## src/servo_cfg_pkg.sv

```systemverilog
// shared constants and types for the servo setup word decode
package servo_cfg_pkg;

  localparam int WORD_W = 16;
  localparam int DEV_W  = 16;

  // setup word one field positions
  localparam int W1_ALWAYS_ON  = 0;
  localparam int W1_SENSOR_ON  = 1;
  localparam int W1_FWD_OK     = 2;
  localparam int W1_REV_OK     = 3;
  localparam int W1_FREE_RUN   = 6;
  localparam int W1_BRAKE_HOLD = 7;
  localparam int W1_OT_TORQUE  = 8;
  localparam int W1_OT_LOCK    = 9;
  localparam int W1_KEEP_DEV   = 10;
  localparam int W1_NO_PSW     = 11;
  localparam int W1_PSW_LO     = 12;
  localparam int W1_PSW_HI     = 13;
  localparam int W1_ABS_ENC    = 14;

  // setup word two field positions
  localparam int W2_REVERSE     = 0;
  localparam int W2_ORIGIN_MASK = 1;
  localparam int W2_SPD_LIM     = 2;
  localparam int W2_PMODE_LO    = 3;
  localparam int W2_PMODE_HI    = 5;
  localparam int W2_MON1        = 6;
  localparam int W2_MON2        = 7;
  localparam int W2_TORQUE_REFERENCE_INPUT_LIM    = 8;
  localparam int W2_TRQ_FF      = 9;
  localparam int W2_CLR_EDGE    = 10;
  localparam int W2_TRQ_FILT    = 12;
  localparam int W2_PULSE_NEG   = 13;
  localparam int W2_DEV_X100    = 14;

  // factory values; word one bit 7 is added from the motor size strap
  localparam logic [WORD_W-1:0] W1_FACTORY = 16'h084C;
  localparam logic [WORD_W-1:0] W2_FACTORY = 16'h0408;

  // command pulse format codes
  localparam logic [2:0] PM_PULSE_DIR = 3'h0;
  localparam logic [2:0] PM_FWD_REV   = 3'h1;
  localparam logic [2:0] PM_QUAD_X1   = 3'h2;
  localparam logic [2:0] PM_QUAD_X2   = 3'h3;
  localparam logic [2:0] PM_QUAD_X4   = 3'h4;

  // cycles to wait after reset before sampling the strap
  localparam logic [1:0] INIT_DLY = 2'h3;

  typedef logic [DEV_W-1:0] dev_type;

  typedef enum logic [1:0] {CTRL_POSITION, CTRL_SPEED, CTRL_TORQUE} ctrl_mode_type;
  typedef enum logic [1:0] {MON1_CURRENT, MON1_PULSE_SPEED, MON1_SPEED_CMD, MON1_ZERO} mon1_src_type;
  typedef enum logic [1:0] {MON2_SPEED, MON2_DEVIATION, MON2_ZERO} mon2_src_type;

  typedef struct packed {
    logic a;
    logic b;
  } pulse_pins_type;

  typedef struct packed {
    logic dyn_brake;
    logic free_run;
    logic torque_stop;
    logic servo_off;
    logic pos_lock;
  } stop_out_type;

  typedef struct packed {
    logic speed_lim_en;
    logic current_lim_en;
    logic torque_ff_en;
    logic psw_en;
    logic torque_filt_2nd;
    logic dev_mon_x100;
    logic absolute_enc;
    logic origin_err;
  } mode_flags_type;

endpackage

```

## src/servo_setup_pulse_config.sv

```systemverilog
// servo setup word store, decode, command pulse counting and stop control
`timescale 1ns/1ps
module servo_setup_pulse_config (
  // clock and full reset
  input  wire logic                          clk,
  input  wire logic                          rst,
  // operator unit access to the stored setup words
  input  wire logic                          wr_one,
  input  wire logic                          wr_two,
  input  wire logic [15:0]                   wr_data,
  input  wire logic                          factory_init,
  input  wire logic                          power_cycle,
  output logic [15:0]                        word_one_rd,
  output logic [15:0]                        word_two_rd,
  // asynchronous pins
  input  wire logic                          motor_large_pin,
  input  wire servo_cfg_pkg::pulse_pins_type feed_pulse_input,
  input  wire logic                          dev_clear_pin,
  // drive status from the control core
  input  wire servo_cfg_pkg::ctrl_mode_type  ctrl_mode,
  input  wire logic                          run_cmd,
  input  wire logic                          sensor_on_in,
  input  wire logic                          fwd_prohibit,
  input  wire logic                          rev_prohibit,
  input  wire logic                          alarm,
  input  wire logic                          overtravel,
  input  wire logic                          motor_stopped,
  input  wire logic                          origin_err_raw,
  input  wire logic                          fb_step_up,
  input  wire logic                          fb_step_dn,
  // command counting
  output logic                               cmd_step_up,
  output logic                               cmd_step_dn,
  output servo_cfg_pkg::dev_type             deviation,
  // decoded settings
  output logic                               servo_on,
  output logic                               drive_fwd_ok,
  output logic                               drive_rev_ok,
  output servo_cfg_pkg::mon1_src_type        first_monitor_output,
  output servo_cfg_pkg::mon2_src_type        second_monitor_output,
  output servo_cfg_pkg::mode_flags_type      flags,
  output logic [1:0]                         psw_cond,
  // stop process
  output servo_cfg_pkg::stop_out_type        stop_out
);

  typedef enum logic [2:0] {ST_RUN, ST_ABN_STOP, ST_OT_STOP, ST_ABN_HELD, ST_OT_HELD} stop_state_type;

  // stored (operator-visible) and effective copies of the setup words
  logic [15:0]                   one_q;
  logic [15:0]                   two_q;
  logic [15:0]                   eff_one_q;
  logic [15:0]                   eff_two_q;
  logic [1:0]                    init_cnt_q;
  logic                          init_load;
  logic [15:0]                   one_factory;

  // two-stage synchroniser for the four pins
  logic [3:0]                    sync1_q;
  logic [3:0]                    sync2_q;
  servo_cfg_pkg::pulse_pins_type pins_s;
  logic                          large_s;
  logic                          clr_s;
  logic                          clr_prev_q;

  // effective fields
  wire [15:0]                    two_live;
  wire [2:0]                     pulse_mode;
  wire                           is_pos;
  wire                           is_spd;
  wire                           is_trq;
  wire                           brake_valid;
  wire                           brake_after;
  wire                           ot_by_free;
  wire                           servo_req;
  wire                           abnormal;
  wire                           clr_hit;
  wire                           servo_off_clr;
  wire                           dev_clr;
  logic                          up_s;
  logic                          dn_s;

  servo_cfg_pkg::dev_type        dev_q;
  servo_cfg_pkg::dev_type        dev_d;

  stop_state_type                st_q;
  stop_state_type                st_d;
  servo_cfg_pkg::stop_out_type   stop_d;

  servo_cfg_pkg::mon1_src_type   mon1_d;
  servo_cfg_pkg::mon2_src_type   mon2_d;
  servo_cfg_pkg::mode_flags_type flags_d;

  // ---------------------------------------------------------------
  // pin synchronisation
  always_ff @(posedge clk) begin
    if (rst) begin
      sync1_q <= '0;
      sync2_q <= '0;
    end else begin
      sync1_q <= {motor_large_pin, dev_clear_pin, feed_pulse_input.a, feed_pulse_input.b};
      sync2_q <= sync1_q;
    end
  end

  assign pins_s.b = sync2_q[0];
  assign pins_s.a = sync2_q[1];
  assign clr_s    = sync2_q[2];
  assign large_s  = sync2_q[3];

  // ---------------------------------------------------------------
  // setup word storage
  // the strap is sampled only once the synchroniser has filled
  assign init_load   = (init_cnt_q == 2'h1);
  assign one_factory = servo_cfg_pkg::W1_FACTORY
                     | (16'h0001 << servo_cfg_pkg::W1_BRAKE_HOLD) & {16{~large_s}};

  always_ff @(posedge clk) begin
    if (rst) begin
      init_cnt_q <= servo_cfg_pkg::INIT_DLY;
    end else if (init_cnt_q != 2'h0) begin
      init_cnt_q <= init_cnt_q - 2'h1;
    end
  end

  // reserved bits are stored as written; keeping them at factory is the operator's duty
  always_ff @(posedge clk) begin
    if (rst) begin
      one_q <= servo_cfg_pkg::W1_FACTORY;
      two_q <= servo_cfg_pkg::W2_FACTORY;
    end else if (init_load || factory_init) begin
      one_q <= one_factory;
      two_q <= servo_cfg_pkg::W2_FACTORY;
    end else begin
      if (wr_one) begin
        one_q <= wr_data;
      end
      if (wr_two) begin
        two_q <= wr_data;
      end
    end
  end

  // written words only reach the logic at a power reset, apart from the word two monitor routing bits
  always_ff @(posedge clk) begin
    if (rst) begin
      eff_one_q <= servo_cfg_pkg::W1_FACTORY;
      eff_two_q <= servo_cfg_pkg::W2_FACTORY;
    end else if (init_load) begin
      eff_one_q <= one_factory;
      eff_two_q <= servo_cfg_pkg::W2_FACTORY;
    end else if (power_cycle) begin
      eff_one_q <= one_q;
      eff_two_q <= two_q;
    end
  end

  assign word_one_rd = one_q;
  assign word_two_rd = two_q;

  // monitor routing bits follow the stored word at once
  assign two_live = {eff_two_q[15:8], two_q[servo_cfg_pkg::W2_MON2], two_q[servo_cfg_pkg::W2_MON1],
                     eff_two_q[5:0]};

  assign pulse_mode = two_live[servo_cfg_pkg::W2_PMODE_HI:servo_cfg_pkg::W2_PMODE_LO];
  assign is_pos     = (ctrl_mode == servo_cfg_pkg::CTRL_POSITION);
  assign is_spd     = (ctrl_mode == servo_cfg_pkg::CTRL_SPEED);
  assign is_trq     = (ctrl_mode == servo_cfg_pkg::CTRL_TORQUE);

  // ---------------------------------------------------------------
  // command pulse decode
  cmd_pulse_decode u_decode (
    .clk     (clk),
    .rst     (rst),
    .pins    (pins_s),
    .mode    (pulse_mode),
    .invert  (two_live[servo_cfg_pkg::W2_PULSE_NEG]),
    .reverse (two_live[servo_cfg_pkg::W2_REVERSE]),
    .step_up (up_s),
    .step_dn (dn_s)
  );

  assign cmd_step_up = up_s;
  assign cmd_step_dn = dn_s;

  // ---------------------------------------------------------------
  // deviation counter
  assign clr_hit = two_live[servo_cfg_pkg::W2_CLR_EDGE] ? (clr_s & ~clr_prev_q) : clr_s;
  assign servo_off_clr = ~eff_one_q[servo_cfg_pkg::W1_KEEP_DEV]
                       & ((st_q == ST_ABN_STOP) || (st_q == ST_ABN_HELD));
  assign dev_clr = (is_pos & clr_hit) | servo_off_clr;

  // wraps silently; overflow supervision belongs to the alarm logic
  assign dev_d = dev_q
               + servo_cfg_pkg::dev_type'(up_s)
               + servo_cfg_pkg::dev_type'(fb_step_dn)
               - servo_cfg_pkg::dev_type'(dn_s)
               - servo_cfg_pkg::dev_type'(fb_step_up);

  always_ff @(posedge clk) begin
    if (rst) begin
      clr_prev_q <= 1'b0;
      dev_q      <= '0;
    end else begin
      clr_prev_q <= clr_s;
      dev_q      <= dev_clr ? '0 : dev_d;
    end
  end

  assign deviation = dev_q;

  // ---------------------------------------------------------------
  // sequence inputs
  assign servo_req = (eff_one_q[servo_cfg_pkg::W1_ALWAYS_ON] | run_cmd)
                   & (eff_one_q[servo_cfg_pkg::W1_SENSOR_ON] | sensor_on_in);
  assign abnormal  = ~servo_req | alarm;

  // ---------------------------------------------------------------
  // stop process
  assign brake_valid = ~large_s;
  assign brake_after = brake_valid & eff_one_q[servo_cfg_pkg::W1_BRAKE_HOLD]
                     & ~(eff_one_q[servo_cfg_pkg::W1_FREE_RUN] & ~eff_one_q[servo_cfg_pkg::W1_OT_TORQUE]);
  assign ot_by_free  = ~eff_one_q[servo_cfg_pkg::W1_OT_TORQUE] | is_trq;

  always_comb begin
    st_d = st_q;
    unique case (st_q)
      ST_RUN: begin
        if (abnormal) begin
          st_d = ST_ABN_STOP;
        end else if (overtravel) begin
          st_d = ST_OT_STOP;
        end
      end
      ST_ABN_STOP: begin
        if (motor_stopped) begin
          st_d = ST_ABN_HELD;
        end
      end
      ST_ABN_HELD: begin
        if (!abnormal) begin
          st_d = ST_RUN;
        end
      end
      ST_OT_STOP: begin
        if (abnormal) begin
          st_d = ST_ABN_STOP;
        end else if (motor_stopped) begin
          st_d = ST_OT_HELD;
        end
      end
      ST_OT_HELD: begin
        if (abnormal) begin
          st_d = ST_ABN_STOP;
        end else if (!overtravel) begin
          st_d = ST_RUN;
        end
      end
    endcase
  end

  always_comb begin
    stop_d = '0;
    unique case (st_d)
      ST_RUN: begin
        stop_d = '0;
      end
      ST_ABN_STOP: begin
        stop_d.servo_off = 1'b1;
        stop_d.dyn_brake = ~eff_one_q[servo_cfg_pkg::W1_FREE_RUN];
        stop_d.free_run  = eff_one_q[servo_cfg_pkg::W1_FREE_RUN];
      end
      ST_ABN_HELD: begin
        stop_d.servo_off = 1'b1;
        stop_d.dyn_brake = brake_after;
      end
      ST_OT_STOP: begin
        stop_d.torque_stop = ~ot_by_free;
        stop_d.servo_off   = ot_by_free;
        stop_d.dyn_brake   = ot_by_free & ~eff_one_q[servo_cfg_pkg::W1_FREE_RUN];
        stop_d.free_run    = ot_by_free & eff_one_q[servo_cfg_pkg::W1_FREE_RUN];
      end
      ST_OT_HELD: begin
        stop_d.pos_lock  = eff_one_q[servo_cfg_pkg::W1_OT_LOCK];
        stop_d.servo_off = ~eff_one_q[servo_cfg_pkg::W1_OT_LOCK];
        stop_d.dyn_brake = ~eff_one_q[servo_cfg_pkg::W1_OT_LOCK] & brake_after;
      end
    endcase
  end

  always_ff @(posedge clk) begin
    if (rst) begin
      st_q     <= ST_RUN;
      stop_out <= '0;
    end else begin
      st_q     <= st_d;
      stop_out <= stop_d;
    end
  end

  // ---------------------------------------------------------------
  // decoded settings and monitor routing
  always_comb begin
    mon1_d = servo_cfg_pkg::MON1_CURRENT;
    if (two_live[servo_cfg_pkg::W2_MON1]) begin
      mon1_d = is_pos ? servo_cfg_pkg::MON1_PULSE_SPEED
             : is_spd ? servo_cfg_pkg::MON1_SPEED_CMD
             : servo_cfg_pkg::MON1_ZERO;
    end
    mon2_d = servo_cfg_pkg::MON2_SPEED;
    if (two_live[servo_cfg_pkg::W2_MON2]) begin
      mon2_d = is_pos ? servo_cfg_pkg::MON2_DEVIATION : servo_cfg_pkg::MON2_ZERO;
    end
  end

  assign flags_d.speed_lim_en    = is_trq & two_live[servo_cfg_pkg::W2_SPD_LIM];
  assign flags_d.current_lim_en  = is_spd & two_live[servo_cfg_pkg::W2_TORQUE_REFERENCE_INPUT_LIM];
  assign flags_d.torque_ff_en    = is_spd & two_live[servo_cfg_pkg::W2_TRQ_FF];
  assign flags_d.psw_en          = ~is_trq & ~eff_one_q[servo_cfg_pkg::W1_NO_PSW];
  assign flags_d.torque_filt_2nd = two_live[servo_cfg_pkg::W2_TRQ_FILT];
  assign flags_d.dev_mon_x100    = two_live[servo_cfg_pkg::W2_DEV_X100];
  assign flags_d.absolute_enc    = eff_one_q[servo_cfg_pkg::W1_ABS_ENC];
  assign flags_d.origin_err      = origin_err_raw & eff_one_q[servo_cfg_pkg::W1_ABS_ENC]
                                 & ~two_live[servo_cfg_pkg::W2_ORIGIN_MASK];

  always_ff @(posedge clk) begin
    if (rst) begin
      first_monitor_output  <= servo_cfg_pkg::MON1_CURRENT;
      second_monitor_output <= servo_cfg_pkg::MON2_SPEED;
      flags                 <= '0;
      psw_cond              <= 2'h0;
      servo_on              <= 1'b0;
      drive_fwd_ok          <= 1'b0;
      drive_rev_ok          <= 1'b0;
    end else begin
      first_monitor_output  <= mon1_d;
      second_monitor_output <= mon2_d;
      flags                 <= flags_d;
      psw_cond              <= eff_one_q[servo_cfg_pkg::W1_PSW_HI:servo_cfg_pkg::W1_PSW_LO];
      servo_on              <= (st_d == ST_RUN) | (st_d == ST_OT_HELD & eff_one_q[servo_cfg_pkg::W1_OT_LOCK]);
      drive_fwd_ok          <= eff_one_q[servo_cfg_pkg::W1_FWD_OK] | ~fwd_prohibit;
      drive_rev_ok          <= eff_one_q[servo_cfg_pkg::W1_REV_OK] | ~rev_prohibit;
    end
  end

endmodule

```

## src/cmd_pulse_decode.sv

```systemverilog
// command pulse input decoder: format, polarity and count direction
`timescale 1ns/1ps
module cmd_pulse_decode (
  // clock and reset
  input  wire logic                          clk,
  input  wire logic                          rst,
  // synchronised pulse pins and settings
  input  wire servo_cfg_pkg::pulse_pins_type pins,
  input  wire logic [2:0]                    mode,
  input  wire logic                          invert,
  input  wire logic                          reverse,
  // one-cycle count steps
  output logic                               step_up,
  output logic                               step_dn
);

  servo_cfg_pkg::pulse_pins_type cur;
  servo_cfg_pkg::pulse_pins_type prev_q;
  logic                          armed_q;
  logic                          up;
  logic                          dn;
  wire                           a_rise;
  wire                           b_rise;
  wire                           a_edge;
  wire                           b_edge;

  assign cur.a  = pins.a ^ invert;
  assign cur.b  = pins.b ^ invert;
  assign a_rise = cur.a & ~prev_q.a;
  assign b_rise = cur.b & ~prev_q.b;
  assign a_edge = cur.a ^ prev_q.a;
  assign b_edge = cur.b ^ prev_q.b;

  // direction in quadrature: a leading b gives up counts
  always_comb begin
    up = 1'b0;
    dn = 1'b0;
    unique case (mode)
      servo_cfg_pkg::PM_PULSE_DIR: begin
        up = a_rise & ~cur.b;
        dn = a_rise & cur.b;
      end
      servo_cfg_pkg::PM_FWD_REV: begin
        up = a_rise;
        dn = b_rise;
      end
      servo_cfg_pkg::PM_QUAD_X1: begin
        up = a_rise & ~cur.b;
        dn = a_rise & cur.b;
      end
      servo_cfg_pkg::PM_QUAD_X2: begin
        up = a_edge & (cur.a != cur.b);
        dn = a_edge & (cur.a == cur.b);
      end
      servo_cfg_pkg::PM_QUAD_X4: begin
        // every edge counts; both phases moving at once is a glitch and dropped
        up = (a_edge & ~b_edge & (cur.a != cur.b)) | (b_edge & ~a_edge & (cur.a == cur.b));
        dn = (a_edge & ~b_edge & (cur.a == cur.b)) | (b_edge & ~a_edge & (cur.a != cur.b));
      end
      default: begin
        up = 1'b0;
        dn = 1'b0;
      end
    endcase
  end

  // first cycle after reset only primes the edge history
  always_ff @(posedge clk) begin
    if (rst) begin
      prev_q  <= '0;
      armed_q <= 1'b0;
      step_up <= 1'b0;
      step_dn <= 1'b0;
    end else begin
      prev_q  <= cur;
      armed_q <= 1'b1;
      step_up <= armed_q & (reverse ? dn : up);
      step_dn <= armed_q & (reverse ? up : dn);
    end
  end

endmodule

```

## config.mk

```make
export PLATFORM = sky130hd
export DESIGN_NAME = servo_setup_pulse_config
export DESIGN_NICKNAME = d
export VERILOG_FILES = /design/src/servo_cfg_pkg.sv /design/src/servo_setup_pulse_config.sv /design/src/cmd_pulse_decode.sv
export SDC_FILE = /design/constraint.sdc
export NUM_CORES = 1
export LEC_CHECK = 0
export BUFFER_PORTS_ARGS = -buffer_cell sky130_fd_sc_hd__buf_2
export CAP_MARGIN = 10
export CELL_PAD_IN_SITES_DETAIL_PLACEMENT = 0
export CELL_PAD_IN_SITES_GLOBAL_PLACEMENT = 1
export CORE_UTILIZATION = 30
export CTS_CLUSTER_DIAMETER = 40
export DETAILED_ROUTE_END_ITERATION = 12
export HOLD_SLACK_MARGIN = 0.05
export PLACE_DENSITY = 0.63
export SLEW_MARGIN = 10
export SYNTH_ARGS = -nofsm -noshare
export SYNTH_HDL_FRONTEND = slang
export SYNTH_SLANG_ARGS = --single-unit
```

## constraint.sdc

```tcl
create_clock -name clk -period 3.6 [get_ports clk]
set_input_delay 0.54 -clock clk [delete_from_list [all_inputs] [get_ports clk]]
set_output_delay 0.54 -clock clk [all_outputs]
set_load 0.03 [all_outputs]
```

==> results.md, run 1 <==
* Net Sw Power at 1.43 mW
* Clock Skew at 6.18 ps
* Clock Sinks at 114
* DR vias/cell at 4.64
* Setup TNS at 0 ps
* Hold WS at 303 ps
* RSZ-0062 raised after global routing: false
* Htree depth at 4
* Clk pwr share at 36.4%
* Area Growth Syn to Fin at 26.4%
* Mapped Avg Cell Area at 9.64 µm²
* DR vias at 3891
* Post-cts hold buffer count at 0
* Combinational share of power at 30.8%
* Netlist cell types at 58
* CP max FO at 4
* Gpl congestion at 0.772
* DRT Pass-1 Iters at 4
* Worst r2r path cells at 14
* NumNets Final at 673
* Commonest non-fill, non-tap cell in the layout: dfxtp_1
* Drt wl/cell at 14.2 µm
* Routed Wire Length at 11.9 mm
* Routing usage on met1 at 19.0%
* DIE AREA at 16800 µm²
* TritonCTS clock tree: done
* Largest area contributor in the netlist: dfxtp_1
* Syn. warnings at 0
* Switching share of power at 32.5%
* Yosys reg bits at 114
* Int Pwr at 2.98 mW
* Clock buffer depth at 2
* Fin. Hold Viols at 0
* First-pass GRT wire length at 19.3 mm
* Core Region at 15900 µm²
* CP Capture Type: flip-flop
* Diode count at 0
* Initial drt markers at 156
* Worst-Skew Late Latency at 410 ps
* Minimum clock period after layout at 3100 ps
* Post_cts resized at 0
* Critical path type: reg2reg
* Max Freq at 323 MHz
* Syn Std Cell Area at 4880 µm²
* Synth top area share at 46.8%
* DRC violations left at 0
* ANT nets after route at 0
* Met2 GRT Util at 23.7%
* Mapped Nets at 565
* PD cells at 715 nW/µm²
* Setup Buffers After CTS at 0
* CTS clock-pin slew for the worst setup and hold paths at 50 ps
* GRT busiest layer: met2
* Peak supply drop at 0.315 mV
* Most used DFF post-synth: dfxtp_1
* CP required at 3890 ps
* Die Wd at 130 µm
* Worst EP arrival at 3390 ps
* EDFF count, synth at 0
* Die height at 130 µm
* CTS buffer count at 17
* Final count of negative-setup-slack endpoints at 0
* Overflow after GRT at 0
* Vias in the first global route at 3808
* Ranking of synthesized cells by area: dfxtp_1, mux2i_1, nor2_1
* Tightest Pin Transition at 974 ps
* Final clock period utilization by the worst path at 86.1%
* Worst slew margin at 35.0%
* Port bufs at 109
* Max-slew violation count at 0
* Initial antenna violation count at 0
* Starting Density at 30.7%
* Startpoint types: flip-flop
* Rows at 46
* Hold crit path type: in2reg
* Largest net degree at the start of global routing at 34
* Layout cell share with drive strength beyond 1 at 24.1%
* Cells after Synth at 506
* Root buf cell: clkbuf_16
* P_leak at 2.88 nW
* Met3 Usage GRT at 4.95%
* Max capacitance violation total at 0
* Dpl hpwl at 8.58 mm
* All-Layer GR Usage at 15.2%
* Status: finished clean
* Sequential area share after synthesis at 46.8%
* Sequential power share at 32.7%
* Most frequent cells in the layout: dfxtp_1, buf_2, nor2_1
* Hold path depth at 2
* FFs w/ async S/R, synth at 0%
* I/O pins at 110
==> kinds of logic (layout without fill, tap and decap cells) <==
kind of cell / Yosys count / count (layout) / share of synthesized area [%]
xor gates and xnor gates: 13 / 13 / 2.49
buffers and inverters: 54 / 171 / 4.31
AOI/OAI and AO/OA: 71 / 71 / 10.8
DFF: 114 / 114 / 46.8
muxes: 59 / 59 / 12.2
and+or+nand+nor: 174 / 174 / 17.6
adders and majority gates: 21 / 21 / 5.85
==> flip-flops by register name, indices dropped and copies added (netlist names), 3 cells and up <==
name and cells:
eff_one_q 13, deviation 16, stop_out 5, eff_two_q 12, sync1_q 4, st_q 3, word_two_rd 16, word_one_rd 16
sync2_q 4, flags 8
==> layer usage <==
metal | wire length [µm] | share of wire, % | vias to the layer above
li1 | - | - | 1957
met1 | 5650 | 47 | 1818
met2 | 5320 | 45 | 94
met3 | 714 | 6.0 | 22
met4 | 208 | 1.7 | 0
met5 | 0 | 0 | -
==> worst paths after layout <==
kind	startpoint	end	slack, ps
hold reg to reg	eff_one_q[11]	flags[4]	430
hold / removal	rev_prohibit	drive_rev_ok	300
setup reg to reg	u_decode.step_dn	deviation[13]	500
setup / recovery	u_decode.step_dn	deviation[13]	500
==> cell type report <==
cell class / count / area, µm²
timing repair buffer: 109 / 546
clock buffer: 21 / 470
tap: 216 / 270
fill: 1650 / 9720
clock inverter: 7 / 85.1
inverter: 34 / 128
multi-input combinational: 338 / 2390
sequential: 114 / 2280
==> critical path, stage by stage, from the launching register on <==
cell,delay [ps]
dfxtp_1,320
inv_1,60
fa_1,390
inv_1,70
ha_1,220
inv_1,60
ha_1,160
inv_1,50
fa_1,390
nand2b_1,180
a21oi_1,220
o21ai_0,160
a31oi_1,410
mux2i_1,230
nand2_1,60
==> through the flow <==
| stage | worst slack, ps | util [%] | instances | cell area (µm²) | total power, mW |
|---|---|---|---|---|---|
| global route | 245 | 38.8 | 839 | 6170 | 4.68 |
| global placement | 262 | 35.3 | 811 | 5610 | 2.81 |
| floorplan | 578 | - | 506 | 4880 | 2.53 |
| finish | 501 | 38.8 | 839 | 6170 | 4.41 |
| detailed placement | 161 | 35.3 | 811 | 5610 | 2.84 |
| CTS | 474 | 38.8 | 839 | 6170 | 4.46 |
==> power groups by stage <==
stage	combinational [mW]	clock [mW]	sequential [mW]
floorplan	0.923	0	1.61
global placement	1.34	0	1.47
detailed placement	1.37	0	1.47
CTS	1.37	1.65	1.45
global route	1.52	1.70	1.46
finish	1.36	1.61	1.44
==> cell usage after synthesis (6+ instances only) <==
cell      instances
a21o_1            6
ha_1             18
nor3b_1           6
o21ai_0          11
xor2_1            8
and3_1            8
dfxtp_1         114
mux2i_1          57
nand2b_1          8
nor2b_1          18
clkbuf_1         12
nand2_1          26
nor2_1           69
inv_1            34
a21oi_1          15
nor3_1           13
buf_2             6
No activity file was read; power rests on OpenSTA's default activity.
==> run 2: changes to the inputs <==
==> constraint.sdc (replaced) <==
create_clock -name clk -period 3.6 [get_ports clk]
set_input_delay 0.36 -clock clk [delete_from_list [all_inputs] [get_ports clk]]
set_output_delay 0.36 -clock clk [all_outputs]
set_load 0.03 [all_outputs]
==> results.md, run 2 (synthesis results as in run 1) <==
* RSZ-0062 raised after global routing: false (unchanged)
* Most frequent cells in the layout: dfxtp_1, buf_2, nor2_1 (unchanged)
* Switching share of power at 31.7% (was 32.5%)
* Final clock period utilization by the worst path at 85.0% (was 86.1%)
* Vias in the first global route at 3714 (was 3808)
* Core Region at 15900 µm² (unchanged)
* Int Pwr at 3.21 mW (was 2.98 mW)
* CP most frequent cell: inv_1 (unchanged)
* Worst-Skew Late Latency at 410 ps (about the same)
* Max incr delay on CP at 410 ps (about the same)
* CP Capture Type: flip-flop (unchanged)
* Hold WS at 122 ps (was 303 ps)
* TritonCTS clock tree: done (unchanged)
* Worst slew margin at 37.9% (was 35.0%)
* Peak supply drop at 0.303 mV (was 0.315 mV)
* Delay-heaviest family, CP: adder cells (unchanged)
* All-Layer GR Usage at 14.9% (was 15.2%)
* Commonest non-fill, non-tap cell in the layout: dfxtp_1 (unchanged)
* Sequential power share at 30.7% (was 32.7%)
* DRC violations left at 0 (unchanged)
* Initial antenna violation count at 0 (unchanged)
* ANT nets after route at 0 (unchanged)
* Root buf cell: clkbuf_16 (unchanged)
* Gpl congestion at 0.775 (was 0.772)
* Die Wd at 130 µm (unchanged)
* CP max FO at 4 (unchanged)
* DIE AREA at 16800 µm² (unchanged)
* Tot Pwr at 4.70 mW (was 4.41 mW)
* Routed Wire Length at 11.8 mm (was 11.9 mm)
* Drt wl/cell at 14.0 µm (was 14.2 µm)
* Post-cts hold buffer count at 0 (unchanged)
* DR vias/cell at 4.56 (was 4.64)
* Status: finished clean (unchanged)
* I/O pins at 110 (unchanged)
* First-pass GRT wire length at 18.9 mm (was 19.3 mm)
* Port bufs at 109 (unchanged)
* Clk pwr share at 40.3% (was 36.4%)
* CP required at 3900 ps (was 3890 ps)
* Post_cts resized at 0 (unchanged)
* Rows at 46 (unchanged)
* Area Growth Syn to Fin at 28.7% (was 26.4%)
* CP Buf/Inv Count at 4 (unchanged)
* Overflow after GRT at 0 (unchanged)
* Startpoint types: flip-flop (unchanged)
* Worst EP arrival at 3360 ps (was 3390 ps)
* DRT Pass-1 Iters at 5 (was 4)
* Clock buffer depth at 2 (unchanged)
* Setup TNS at 0 ps (unchanged)
* Net Sw Power at 1.49 mW (was 1.43 mW)
* Clock Skew at 9.29 ps (was 6.18 ps)
* CTS clock-pin slew for the worst setup and hold paths at 60 ps (was 50 ps)
* Max-slew violation count at 0 (unchanged)
* Layout cell share with drive strength beyond 1 at 24.7% (was 24.1%)
* Final count of negative-setup-slack endpoints at 0 (unchanged)
* Tightest Pin Transition at 931 ps (was 974 ps)
* Diode count at 0 (unchanged)
* Die height at 130 µm (unchanged)
* Max capacitance violation total at 0 (unchanged)
* Htree depth at 4 (unchanged)
* Critical Path Slowest Stage Cell: a31oi_1 (unchanged)
* Setup Buffers After CTS at 0 (unchanged)
* PD cells at 748 nW/µm² (was 715 nW/µm²)
* NumNets Final at 673 (unchanged)
* Cells along the critical path: inv_1 > fa_1 > inv_1 > ha_1 > inv_1 > ha_1 > inv_1 > fa_1 > nand2b_1 > a21oi_1 > o21ai_0 > a31oi_1 > mux2i_1 > nand2_1 (unchanged)
* Clock Sinks at 114 (unchanged)
* Starting Density at 30.7% (unchanged)
* Combinational share of power at 28.9% (was 30.8%)
* Largest net degree at the start of global routing at 34 (unchanged)
* Fin. Hold Viols at 0 (unchanged)
* Critical path type: reg2reg (unchanged)
* Minimum clock period after layout at 3060 ps (was 3100 ps)
* Dpl hpwl at 8.44 mm (was 8.58 mm)
* Initial drt markers at 154 (was 156)
* Hold crit path type: in2reg (unchanged)
* Max Freq at 327 MHz (was 323 MHz)
* P_leak at 2.92 nW (was 2.88 nW)
* DR vias at 3847 (was 3891)
* CTS buffer count at 17 (unchanged)
run 2: cell type report:
class	count	area, µm²
Fill cell	1644	9600
Multi-Input combinational cell	338	2390
Sequential cell	114	2280
Timing Repair Buffer	109	546
Clock buffer	20	467
Tap cell	216	270
Clock inverter	12	203
Inverter	34	128
run 2: worst reg2reg max path: cells and delay by family, from the launching register on:
family                   cells  cell delay (ps)
adder cells (fa/ha/maj)      4             1150
buffers and inverters        4              220
AO/OA/AOI/OAI                3              790
flip-flops                   1              320
multiplexers                 1              230
AND/OR/NAND/NOR              2              230
run 2: metal layers:
| metal | GRT usage [%] | wire (µm) |
|---|---|---|
| met1 | 19.1 | 5670 |
| met4 | 7.39 | 216 |
| met5 | 0 | 0 |
| met2 | 22.3 | 5140 |
| met3 | 5.00 | 746 |
run 2: power groups by stage:
stage               Clock (mW)  Sequential (mW)  Combinational, mW
floorplan                    0             1.61              0.923
global placement             0             1.47               1.34
detailed placement           0             1.47               1.35
CTS                       1.93             1.45               1.36
global route              1.98             1.46               1.52
finish                    1.89             1.44               1.36
run 2: path summary, 6_finish.rpt:
path,start,endpoint,slack [ps],cells after the start
worst max-delay path,u_decode.step_dn,deviation[13],540,14
worst min-delay path,rev_prohibit,drive_rev_ok,120,2
worst max register to register,u_decode.step_dn,deviation[13],540,14
worst min register to register,sync1_q[1],sync2_q[1],440,1
run 2: per-stage QoR:
stage               setup WS, ps  area [µm²]  util [%]  instances
global route                 259        6280      39.5        843
global placement             449        5610      35.3        811
CTS                          526        6280      39.5        843
finish                       539        6280      39.5        843
detailed placement           388        5610      35.3        811
floorplan                    589        4880         -        506
